--- config.mk ---
export PLATFORM = sky130hd
export DESIGN_NAME = crri_core
export DESIGN_NICKNAME = d
export VERILOG_FILES = /design/src/logic/crri_core.v
export VERILOG_INCLUDE_DIRS = /design/src /design/src/logic
export SDC_FILE = /design/constraint.sdc
export NUM_CORES = 1
export LEC_CHECK = 0
export ABC_AREA = 1
export BUFFER_PORTS_ARGS = -buffer_cell sky130_fd_sc_hd__buf_4
export CAP_MARGIN = 20
export CORE_MARGIN = 1.5
export CORE_UTILIZATION = 39
export CTS_CLUSTER_SIZE = 16
export DETAILED_ROUTE_END_ITERATION = 16
export PLACE_DENSITY = 0.54
export SLEW_MARGIN = 10
export SYNTH_ARGS = -nofsm -noshare
export SYNTH_HDL_FRONTEND = slang
export SYNTH_SLANG_ARGS = --single-unit
--- constraint.sdc ---
create_clock -name clk -period 2.45 [get_ports clk]
set_input_delay 0.49 -clock clk [delete_from_list [all_inputs] [get_ports clk]]
set_output_delay 0.49 -clock clk [all_outputs]
set_load 0.03 [all_outputs]
--- src/logic/crri_map.vh ---
`ifndef CRRI_MAP_VH
`define CRRI_MAP_VH
// =====================================================================
// register indices
`define CRRI_A_STACK_TOP_UPPER 5'h00
`define CRRI_A_STACK_TOP_HIGH 5'h01
`define CRRI_A_STACK_TOP_LOW 5'h02
`define CRRI_A_SPTR 5'h03
`define CRRI_A_PCLU 5'h04
`define CRRI_A_PCLH 5'h05
`define CRRI_A_PCL 5'h06
`define CRRI_A_TBU 5'h07
`define CRRI_A_TBH 5'h08
`define CRRI_A_TBL 5'h09
`define CRRI_A_TLAT 5'h0A
`define CRRI_A_PRH 5'h0B
`define CRRI_A_PRL 5'h0C
`define CRRI_A_IC1 5'h0D
`define CRRI_A_IC2 5'h0E
`define CRRI_A_IC3 5'h0F
`define CRRI_A_P0H 5'h10
`define CRRI_A_P0L 5'h11
`define CRRI_A_WRK 5'h12
`define CRRI_A_P1H 5'h13
`define CRRI_A_P1L 5'h14
`define CRRI_A_BSEL 5'h15
`define CRRI_A_RCS 5'h16
`define CRRI_A_PIRF 5'h17
`define CRRI_A_PORT_A_PINS 5'h18
`define CRRI_A_PWM 5'h19
`define CRRI_A_IST 5'h1A
`define CRRI_A_IMSK 5'h1B
// reset values, wake vectors and pc step
`define CRRI_RST_IC2 8'hFF
`define CRRI_RST_IC3 8'hC0
`define CRRI_VEC_HI 21'h000008
`define CRRI_VEC_LO 21'h000018
`define CRRI_PC_STEP 21'h000002
// fields
`define CRRI_SP_MASK 8'hDF
`define CRRI_SP_FULL 7
`define CRRI_SP_UNF 6
`define CRRI_IC1_GLOBAL_IRQ_ENABLE_HIGH 7
`define CRRI_IC1_GLOBAL_IRQ_ENABLE_LOW 6
`define CRRI_RC_SOFT_BROWNOUT_ENABLE 6
`define CRRI_RC_RI 4
`define CRRI_RC_TO 3
`define CRRI_RC_PD 2
`define CRRI_RC_POR 1
`define CRRI_RC_BOR 0
`define CRRI_BOR_SOFT 2'b01
`endif

--- src/logic/crri_core.v ---
// Implementation choices: the register offsets and the plain strobed port.
`timescale 1ns/1ns
`include "crri_map.vh"
module crri_core #(
  parameter PWM_W = 4
) (
  clk,
  rst_b,
  ev_por,
  ev_bor,
  ev_clr,
  ev_wdt_rst,
  ev_rst_inst,
  ev_stk_full,
  ev_stk_unf,
  ev_wake_wdt,
  ev_wake_irq,
  wake_hi_prio,
  wake_ic_bits,
  wake_pir_bits,
  in_sleep,
  pc_now,
  brownout_config_field,
  osc_frees_ra67,
  pwm_pin_reset_mode,
  port_a_in,
  addr,
  wdata,
  wr,
  rd,
  rdata,
  pc_out,
  port_a_latch_out,
  port_a_dir_out,
  pwm_output_enable,
  irq
);
  input wire clk;
  input wire rst_b;
  input wire ev_por;
  input wire ev_bor;
  input wire ev_clr;
  input wire ev_wdt_rst;
  input wire ev_rst_inst;
  input wire ev_stk_full;
  input wire ev_stk_unf;
  input wire ev_wake_wdt;
  input wire ev_wake_irq;
  input wire wake_hi_prio;
  input wire [7:0] wake_ic_bits;
  input wire [7:0] wake_pir_bits;
  input wire in_sleep;
  input wire [20:0] pc_now;
  input wire [1:0] brownout_config_field;
  input wire osc_frees_ra67;
  input wire pwm_pin_reset_mode;
  input wire [7:0] port_a_in;
  input wire [4:0] addr;
  input wire [7:0] wdata;
  input wire wr;
  input wire rd;
  output reg [7:0] rdata;
  output reg [20:0] pc_out;
  output reg [7:0] port_a_latch_out;
  output reg [7:0] port_a_dir_out;
  output reg [PWM_W-1:0] pwm_output_enable;
  output reg irq;

  // =====================================================================
  // pin synchronisers
  reg [7:0] pa_s1_reg;
  reg [7:0] pa_s2_reg;
  always @(posedge clk or negedge rst_b) begin
    if (!rst_b) begin
      pa_s1_reg <= 8'h00;
      pa_s2_reg <= 8'h00;
    end else begin
      pa_s1_reg <= port_a_in;
      pa_s2_reg <= pa_s1_reg;
    end
  end

  // =====================================================================
  // event decode
  // power-on priority
  wire por_any = ev_por | ev_bor;
  wire oth_rst = ~por_any &
    (ev_clr | ev_wdt_rst | ev_rst_inst | ev_stk_full | ev_stk_unf);
  wire wake = ~por_any & ~oth_rst & (ev_wake_wdt | ev_wake_irq);

  function [7:0] ra_mask;
    input freed;
    begin
      ra_mask = freed ? 8'hFF : 8'h3F;
    end
  endfunction

  // =====================================================================
  // registers
  reg [4:0] stack_top_upper_reg;
  reg [7:0] stack_top_high_reg, stack_top_low_reg, sp_reg;
  reg [4:0] pclu_reg;
  reg [7:0] pclh_reg;
  reg [5:0] tbu_reg;
  reg [7:0] tbh_reg, tbl_reg, tlat_reg, prh_reg, prl_reg;
  reg [7:0] ic1_reg, ic2_reg, ic3_reg, pir_reg;
  reg [3:0] p0h_reg, p1h_reg, bsel_reg;
  reg [7:0] p0l_reg, p1l_reg, wrk_reg, rcs_reg;
  reg [1:0] ist_reg, imsk_reg;
  wire gie = ic1_reg[`CRRI_IC1_GLOBAL_IRQ_ENABLE_HIGH] | ic1_reg[`CRRI_IC1_GLOBAL_IRQ_ENABLE_LOW];
  wire vec = ev_wake_irq & gie;
  wire sw = wr & ~por_any & ~oth_rst & ~wake;
  wire [1:0] ev_set = {por_any | oth_rst, wake};

  always @(posedge clk or negedge rst_b) begin
    if (!rst_b) begin
      // undefined regs given zero only for determinism
      stack_top_upper_reg <= 5'h00; stack_top_high_reg <= 8'h00; stack_top_low_reg <= 8'h00;
      sp_reg <= 8'h00; pclu_reg <= 5'h00; pclh_reg <= 8'h00;
      pc_out <= 21'h000000; tbu_reg <= 6'h00; tbh_reg <= 8'h00;
      tbl_reg <= 8'h00; tlat_reg <= 8'h00; prh_reg <= 8'h00;
      prl_reg <= 8'h00; ic1_reg <= 8'h00; ic2_reg <= `CRRI_RST_IC2;
      ic3_reg <= `CRRI_RST_IC3; pir_reg <= 8'h00; p0h_reg <= 4'h0;
      p1h_reg <= 4'h0; bsel_reg <= 4'h0; p0l_reg <= 8'h00;
      p1l_reg <= 8'h00; wrk_reg <= 8'h00; rcs_reg <= 8'h5E;
      port_a_latch_out <= 8'h00; port_a_dir_out <= 8'h3F;
      pwm_output_enable <= {PWM_W{1'b0}};
      ist_reg <= 2'h0; imsk_reg <= 2'h0;
    end else if (por_any | oth_rst) begin
      stack_top_upper_reg <= 5'h00; stack_top_high_reg <= 8'h00; stack_top_low_reg <= 8'h00;
      pclu_reg <= 5'h00; pclh_reg <= 8'h00; pc_out <= 21'h000000;
      tbu_reg <= 6'h00; tbh_reg <= 8'h00; tbl_reg <= 8'h00;
      tlat_reg <= 8'h00; ic2_reg <= `CRRI_RST_IC2;
      ic3_reg <= `CRRI_RST_IC3; p0h_reg <= 4'h0; p1h_reg <= 4'h0;
      bsel_reg <= 4'h0;
      // keep bit0 and stack flags on other resets
      ic1_reg <= {7'h00, por_any ? 1'b0 : ic1_reg[0]};
      sp_reg <= {por_any ? 2'b00 : sp_reg[7:6], 6'h00};
      if (oth_rst & ev_stk_full)
        sp_reg[`CRRI_SP_FULL] <= 1'b1;
      if (oth_rst & ev_stk_unf)
        sp_reg[`CRRI_SP_UNF] <= 1'b1;
      port_a_latch_out <= 8'h00;
      port_a_dir_out <= ra_mask(osc_frees_ra67);
      pwm_output_enable <= {PWM_W{~pwm_pin_reset_mode}};
      rcs_reg[`CRRI_RC_SOFT_BROWNOUT_ENABLE] <= ev_por | ((brownout_config_field ==
        `CRRI_BOR_SOFT) & rcs_reg[`CRRI_RC_SOFT_BROWNOUT_ENABLE]);
      if (ev_por) begin
        rcs_reg[`CRRI_RC_RI] <= 1'b1; rcs_reg[`CRRI_RC_TO] <= 1'b1;
        rcs_reg[`CRRI_RC_PD] <= 1'b1; rcs_reg[`CRRI_RC_POR] <= 1'b0;
        rcs_reg[`CRRI_RC_BOR] <= 1'b0;
      end else if (ev_bor) begin
        rcs_reg[`CRRI_RC_RI] <= 1'b1; rcs_reg[`CRRI_RC_TO] <= 1'b1;
        rcs_reg[`CRRI_RC_PD] <= 1'b1; rcs_reg[`CRRI_RC_BOR] <= 1'b0;
      end else if (ev_rst_inst) begin
        rcs_reg[`CRRI_RC_RI] <= 1'b0;
      end else if (ev_wdt_rst) begin
        rcs_reg[`CRRI_RC_TO] <= 1'b0;
      end else if (ev_clr & in_sleep) begin
        rcs_reg[`CRRI_RC_TO] <= 1'b1; rcs_reg[`CRRI_RC_PD] <= 1'b0;
      end
      ist_reg <= ist_reg | ev_set;
    end else if (wake) begin
      ic1_reg <= ic1_reg | wake_ic_bits;
      pir_reg <= pir_reg | wake_pir_bits;
      rcs_reg[`CRRI_RC_PD] <= 1'b0;
      if (ev_wake_wdt)
        rcs_reg[`CRRI_RC_TO] <= 1'b0;
      if (vec) begin
        {stack_top_upper_reg, stack_top_high_reg, stack_top_low_reg} <= pc_now;
        sp_reg[4:0] <= sp_reg[4:0] + 5'h01;
        pc_out <= wake_hi_prio ? `CRRI_VEC_HI : `CRRI_VEC_LO;
      end else begin
        pc_out <= pc_now + `CRRI_PC_STEP;
      end
      ist_reg <= ist_reg | ev_set;
    end else begin
      if (sw) begin
        case (addr)
          `CRRI_A_STACK_TOP_UPPER: stack_top_upper_reg <= wdata[4:0];
          `CRRI_A_STACK_TOP_HIGH: stack_top_high_reg <= wdata;
          `CRRI_A_STACK_TOP_LOW: stack_top_low_reg <= wdata;
          `CRRI_A_SPTR: sp_reg <= wdata & `CRRI_SP_MASK;
          `CRRI_A_PCLU: pclu_reg <= wdata[4:0];
          `CRRI_A_PCLH: pclh_reg <= wdata;
          `CRRI_A_PCL: pc_out <= {pclu_reg, pclh_reg, wdata};
          `CRRI_A_TBU: tbu_reg <= wdata[5:0];
          `CRRI_A_TBH: tbh_reg <= wdata;
          `CRRI_A_TBL: tbl_reg <= wdata;
          `CRRI_A_TLAT: tlat_reg <= wdata;
          `CRRI_A_PRH: prh_reg <= wdata;
          `CRRI_A_PRL: prl_reg <= wdata;
          `CRRI_A_IC1: ic1_reg <= wdata;
          `CRRI_A_IC2: ic2_reg <= wdata;
          `CRRI_A_IC3: ic3_reg <= wdata;
          `CRRI_A_P0H: p0h_reg <= wdata[3:0];
          `CRRI_A_P0L: p0l_reg <= wdata;
          `CRRI_A_WRK: wrk_reg <= wdata;
          `CRRI_A_P1H: p1h_reg <= wdata[3:0];
          `CRRI_A_P1L: p1l_reg <= wdata;
          `CRRI_A_BSEL: bsel_reg <= wdata[3:0];
          `CRRI_A_RCS: rcs_reg <= wdata & 8'h5F;
          `CRRI_A_PIRF: pir_reg <= wdata;
          // pins 6 and 7 only when freed
          `CRRI_A_PORT_A_PINS: port_a_latch_out <= wdata & ra_mask(osc_frees_ra67);
          `CRRI_A_PWM: port_a_dir_out <= wdata & ra_mask(osc_frees_ra67);
          `CRRI_A_IMSK: imsk_reg <= wdata[1:0];
          default: ;
        endcase
      end
      // set wins over write-one clear: no event reaches here
      if (sw && addr == `CRRI_A_IST)
        ist_reg <= ist_reg & ~wdata[1:0];
    end
  end

  // =====================================================================
  // read path and interrupt
  always @(posedge clk or negedge rst_b) begin
    if (!rst_b) begin
      rdata <= 8'h00;
      irq <= 1'b0;
    end else begin
      irq <= |(ist_reg & imsk_reg);
      if (rd) begin
        case (addr)
          `CRRI_A_STACK_TOP_UPPER: rdata <= {3'h0, stack_top_upper_reg};
          `CRRI_A_STACK_TOP_HIGH: rdata <= stack_top_high_reg;
          `CRRI_A_STACK_TOP_LOW: rdata <= stack_top_low_reg;
          `CRRI_A_SPTR: rdata <= sp_reg & `CRRI_SP_MASK;
          `CRRI_A_PCLU: rdata <= {3'h0, pclu_reg};
          `CRRI_A_PCLH: rdata <= pclh_reg;
          `CRRI_A_PCL: rdata <= pc_out[7:0];
          `CRRI_A_TBU: rdata <= {2'h0, tbu_reg};
          `CRRI_A_TBH: rdata <= tbh_reg;
          `CRRI_A_TBL: rdata <= tbl_reg;
          `CRRI_A_TLAT: rdata <= tlat_reg;
          `CRRI_A_PRH: rdata <= prh_reg;
          `CRRI_A_PRL: rdata <= prl_reg;
          `CRRI_A_IC1: rdata <= ic1_reg;
          `CRRI_A_IC2: rdata <= ic2_reg;
          `CRRI_A_IC3: rdata <= ic3_reg;
          `CRRI_A_P0H: rdata <= {4'h0, p0h_reg};
          `CRRI_A_P0L: rdata <= p0l_reg;
          `CRRI_A_WRK: rdata <= wrk_reg;
          `CRRI_A_P1H: rdata <= {4'h0, p1h_reg};
          `CRRI_A_P1L: rdata <= p1l_reg;
          `CRRI_A_BSEL: rdata <= {4'h0, bsel_reg};
          `CRRI_A_RCS: rdata <= rcs_reg & 8'h5F;
          `CRRI_A_PIRF: rdata <= pir_reg;
          `CRRI_A_PORT_A_PINS: rdata <= pa_s2_reg & ra_mask(osc_frees_ra67);
          `CRRI_A_PWM: rdata <= port_a_dir_out;
          `CRRI_A_IST: rdata <= {6'h00, ist_reg};
          `CRRI_A_IMSK: rdata <= {6'h00, imsk_reg};
          default: rdata <= 8'h00;
        endcase
      end else begin
        rdata <= 8'h00;
      end
    end
  end
endmodule

Word-level counts from Yosys, hierarchy flattened:

Index checks and enable logic that the tools add are counted.

* $add $sub $neg: 2
* $mul: 0
* div/mod/pow operators: 0
* order comparisons: 0
* eq/ne operators: 41
* shifts and indexed selects: 0
* muxes and demuxes: 114
* bitwise gates (word level): 33
* reductions and logical operators: 65

Operators by type and width (count)
* 8-bit two-way mux: 54
* 8-bit one-hot mux with 28 select lines: 1
* 21-bit two-way mux: 5
* 5-bit two-way mux: 13
* 5-bit == test, second input constant: 12
* 3-bit AND reduction: 20
* 4-bit two-way mux: 12
* 4-bit AND reduction: 11
* 5-bit by 4-bit == test with 1-bit output, second input constant: 8
* 2-bit nonzero test: 18
* 3-bit nonzero test: 9
* 6-bit two-way mux: 4
* 21-bit by 2-bit adder with 21-bit output, second input constant: 1
* 5-bit by 3-bit == test with 1-bit output, second input constant: 4
* 8-bit bitwise AND: 2
* 2-bit two-way mux: 8
* 8-bit OR: 2
* 7-bit two-way mux: 2
* 3-bit two-way mux: 4
* 4-bit != test, second input constant: 3
* 1-bit bitwise AND: 11
* 1-bit two-way mux: 11
* 5-bit by 2-bit == test with 1-bit output, second input constant: 2
* 5-bit AND reduction: 2
* 19 further kinds: 36

* bits in registers: 228
* bits in latches: 0
* memory bits (writable): 0
* memory bits (read-only): 0
* bits of input ports: 77
* output and inout port bits: 50
* logic and storage cells: 296
* memories: 0

Longest topological paths before layout:

* word-level depth: 14
* depth in mapped cells: 11
* mapped depth without buffers: 11

Worst setup path before layout:

OpenSTA, ideal clock, no wires.

* path kind: input to register
* start: input ev_clr
* end: register prl_reg[6]
* library setup time: 0.122 ns
* data arrival time: 1.734 ns
* required time: 2.328 ns
* slack: 0.593 ns
* cell stages on the path: 9
* buffers on the path: 1
* cell sequence: nor2_1 nand2_1 nor2_2 nand2_4 nor3_4 nand2_4 buf_6 nand2_1 o21ai_2

* cells in the longest elaborated chain, start to end: 11
* elaborated cells on any way between the ends: 14
* those cells by class: 13 x bitwise; 1 x reduce/logical

RTL lines
* from (decl): line crri_core.v:42 `input wire ev_clr;`
* 1-bit OR * (4 in a row): line crri_core.v:88 `(ev_clr | ev_wdt_rst | ev_rst_inst | ev_stk_full | ev_stk_unf);`
* 1-bit bitwise AND *: line crri_core.v:87 `wire oth_rst = ~por_any &`
* 1-bit NOT: line crri_core.v:89, crri_core.v:112
* 1-bit bitwise AND (2 in a row): line crri_core.v:89 `wire wake = ~por_any & ~oth_rst & (ev_wake_wdt | ev_wake_irq);`
* 1-bit NOT (no line)
* 1-bit bitwise AND: line crri_core.v:112 `wire sw = wr & ~por_any & ~oth_rst & ~wake;`
* 4-bit AND reduction (no line) *
* to (signal assigned): line crri_core.v:192 `` `CRRI_A_PRL: prl_reg <= wdata; ``
* to (decl): line crri_core.v:105 `reg [7:0] tbh_reg, tbl_reg, tlat_reg, prh_reg, prl_reg;`

Every way passes the cells marked *; elsewhere a longest branch is shown, timed or not.
A chain may end at the register's enable or synchronous reset.

Worst setup path after layout:

* start: register ic1_reg[6]
* end: register stack_top_high_reg[3]

* cells in the longest elaborated chain, start to end: 4

RTL lines
* from (decl): line crri_core.v:106 `reg [7:0] ic1_reg, ic2_reg, ic3_reg, pir_reg;`
* from (signal assigned): line crri_core.v:137 `ic1_reg <= {7'h00, por_any ? 1'b0 : ic1_reg[0]};`
* from (signal assigned): line crri_core.v:164 `ic1_reg <= ic1_reg | wake_ic_bits;`
* from (signal assigned): line crri_core.v:193 `` `CRRI_A_IC1: ic1_reg <= wdata; ``
* 1-bit OR: line crri_core.v:110 `` wire gie = ic1_reg[`CRRI_IC1_GLOBAL_IRQ_ENABLE_HIGH] | ic1_reg[`CRRI_IC1_GLOBAL_IRQ_ENABLE_LOW]; ``
* 1-bit bitwise AND: line crri_core.v:111 `wire vec = ev_wake_irq & gie;`
* 3-bit by 1-bit != test with 1-bit output (no line)
* 3-bit AND reduction (no line)
* to (signal assigned): line crri_core.v:170 `{stack_top_upper_reg, stack_top_high_reg, stack_top_low_reg} <= pc_now;`
* to (signal assigned): line crri_core.v:181 `` `CRRI_A_STACK_TOP_HIGH: stack_top_high_reg <= wdata; ``
* to (decl): line crri_core.v:101 `reg [7:0] stack_top_high_reg, stack_top_low_reg, sp_reg;`

No other way between the ends.

==> flow_summary.yaml <==
logic_synthesis:
  synth_common_cells: "nand2_1 (605), dfrtp_1 (207), nor2_1 (146), o21ai_0 (132), nand3_1 (107)"
  netlist_instances: 1560
  ys_ff_latch: 228
  synth-edff-count: 0
  synth_compound_area_share_pct: 10.5
  synth_cell_types: 37
  synth_top_area_share_pct: 44.2
  yosysTopAreaCell: "dfrtp_1"
  synth-xor-area-share_pct: 0.523
  yosysWarnings: 0
  ys_seq_area_share_pct: 48.9
  syn_nets: 1639
  synth_top_family_by_area: "simple AND/OR/NAND/NOR gates"
  ys_top_cells_by_area: "dfrtp_1 (44%), nand2_1 (19%), o21ai_0 (5.6%)"
  async_reset_ff_share_pct: 100
  synth_area_um2: 11700
  synth_fa_ha_area_share_pct: 0.213
  ys.flop_type: "dfrtp_1"
  synthMuxAreaShare_pct: 0
  synth_area_per_cell_um2: 7.52
  yosysMostFrequentCell: "nand2_1"
  synthSimpleGateAreaFrac_pct: 34.5
timing:
  worst_pin_slew_ps: 810
  skew_ps: 7.67
  finalSetupViolCount: 0
  final_hold_viol_count: 0
  slew_violations: 0
  slew_headroom_pct: 46.0
  post-route-period-util_pct: 83.1
  tns_ps: 0
  max_freq_mhz: 491
  rsz0062_at_grt: "no"
  post-route-min-period_ps: 2040
setup_path:
  required_ps: 2920
  setup.worst_path.class: "reg -> reg"
  cp_slowest_cell: "dfrtp_1"
  cp_cell_sequence: "inv_1 -> a21oi_1 -> inv_1 -> nand2_1 -> nand2_2 -> nor2_2 -> nand3_1 -> nand2_1"
  crit_arrival_ps: 2510
  reg2reg_depth: 8
  cp-end-kind: "register"
  path_max_fanout: 8
  cp-start-kind: "register"
  slowest_delay_ps: 420
power_and_ir_drop:
  vdd_drop_max_uv: 467
  p_switching_uw: 2120
  p_comb_share_pct: 7.2
  p_int_uw: 6780
  p_leak_uw: 0.00731
  switching_share_pct: 23.8
  total_power_uw: 8900
  p_clk_share_pct: 49.4
  p_seq_share_pct: 43.5
  power_density_nw_per_um2: 617
min_path:
  min_path_type: "in -> reg"
  min_path_cells: 1
clocking:
  cts_setup_buffers: 0
  cts_sinks: 228
  path_clk_slew_ps: 60
  cts_tree: "done"
  cts_buffer_depth: 3
  cts_root_buf: "clkbuf_16"
  cts_made_buffers: 27
  cts_htree_levels: 1
  clock_latency_ps: 540
detailed_routing:
  first_pass_iters: 5
  routed_wl_um: 44500
  wl_met3_um: 3430
  drt_iter0_drc: 1224
  met2_length_um: 19200
  num_vias: 11400
  wl_met1_um: 20300
  top_layer: "met5"
  vias_per_cell: 5.35
  final_antenna_net_count: 0
  drcViolationCount: 0
  wl_per_cell_um: 20.8
floorplan:
  pin_count: 127
  die_x_um: 176
  fp.dieH_um: 176
  core-area_um2: 29600
  start_util_pct: 39.6
  dieArea_um2: 31100
  row_count: 63
finish:
  layout.nets: 1805
  fin_util_pct: 48.7
  drive_gt1_share_pct: 18.8
  largest_reg_flops: 21
  regMostFlops: "pc_out"
  syn_to_final_growth_pct: 23.1
global_routing:
  grt_max_degree: 57
  grt_antenna_before_repair: 2
  grt_pass1_vias: 10800
  gr-total-overflow: 0
  grt_pass1_wl_um: 67200
  gr-usage-all-layers_pct: 29.1
placed_design:
  place_congestion: 0.943
  portBuffers: 126
  dpl.hpwl_um: 33700
flow_run:
  maxCapViolations: 0
status:
  outcome: "finished, final reports clean"
==> metal layers <==
| layer | GRT usage (%) | up-vias |
|---|---|---|
| li1 | - | 5388 |
| met1 | 42.4 | 5490 |
| met2 | 43.4 | 469 |
| met3 | 5.06 | 83 |
| met4 | 9.75 | 2 |
| met5 | 0 | - |
==> worst max-delay path: cells and delay by family (launching register included) <==
kind / cells / cell delay (ps)
compound gates: 1 / 300
simple gates: 5 / 1000
buf+inv: 2 / 250
flops: 1 / 420
==> layout make-up <==
type	count	area, um2
timing repair buffer	190	1520
clock inverter	11	185
multi-input combinational	1187	5370
tap	390	488
inverter	92	345
antenna	2	5.00
clock buffer	38	787
sequential	228	5730
fill	3000	15200
==> cells by family (layout without fill, tap and decap cells) <==
| family | after synthesis | in the layout |
|---|---|---|
| and+or+nand+nor | 951 | 951 |
| DFF | 228 | 228 |
| AOI/OAI and AO/OA | 227 | 227 |
| buffers and inverters | 145 | 331 |
| xor gates and xnor gates | 7 | 7 |
| adders and majority gates | 2 | 2 |
| other | 0 | 2 |
==> timing repair <==
| item | in CTS | in global routing |
|---|---|---|
| hold buffers | 1 | 0 |
| gates resized for setup | 0 | 0 |
| endpoints found under the hold margin | 40 | 0 |
==> through the flow <==
step / instances / hold WS (ps) / area, um2 / setup slack (ps)
after floorplan: 1560 / 194 / 11700 / 593
after global placement: 2086 / 333 / 13400 / 111
after detailed placement: 2086 / 335 / 13400 / 99.8
after CTS: 2136 / 32.8 / 14400 / 444
after global routing: 2136 / 43.1 / 14400 / 337
final: 2138 / 52.4 / 14400 / 414
==> final timing paths <==
kind	startpoint	endpoint	slack [ps]
worst min register to register	pa_s1_reg[5]$_DFF_PN0_	pa_s2_reg[5]$_DFF_PN0_	350
worst min-delay path	port_a_in[1]	pa_s1_reg[1]$_DFF_PN0_	50
worst max register to register	ic1_reg[6]$_DFFE_PN0P_	stack_top_high_reg[3]$_DFFE_PN0P_	410
min in group asynchronous	rst_b	port_a_latch_out[3]$_DFFE_PN0P_	450
max in group asynchronous	rst_b	port_a_dir_out[4]$_DFFE_PN1P_	1280
worst max-delay path	ic1_reg[6]$_DFFE_PN0P_	stack_top_high_reg[3]$_DFFE_PN0P_	410
==> cells in the final DEF (no fill, tap or decap), types with 5 or more instances in the layout <==
cell type | synthesis | routed
nand3_1 | 107 | 107
clkbuf_16 | 0 | 27
a21oi_1 | 28 | 28
o21ai_2 | 14 | 14
nor2_2 | 15 | 16
nand4_1 | 44 | 44
buf_12 | 0 | 7
buf_4 | 5 | 181
nor2_1 | 146 | 145
clkbuf_8 | 0 | 7
nand2_2 | 9 | 9
inv_2 | 12 | 12
dfstp_2 | 21 | 21
bufinv_16 | 0 | 5
xor2_1 | 6 | 6
o21ai_1 | 34 | 34
nor2_4 | 9 | 9
dfrtp_1 | 207 | 207
nand2_1 | 605 | 605
o211ai_1 | 7 | 7
nand2_4 | 6 | 6
o21ai_0 | 132 | 132
inv_1 | 80 | 80
==> power groups by stage <==
stage / clock network (uW) / registers [uW] / logic [uW]
2_1_floorplan: 0 / 3930 / 240
3_3_place_gp: 0 / 3930 / 635
3_5_place_dp: 0 / 3940 / 633
4_1_cts: 4470 / 3870 / 636
5_1_grt: 4600 / 3870 / 694
6_report: 4390 / 3870 / 637
Note: power is estimated with default switching activity, not from simulation.
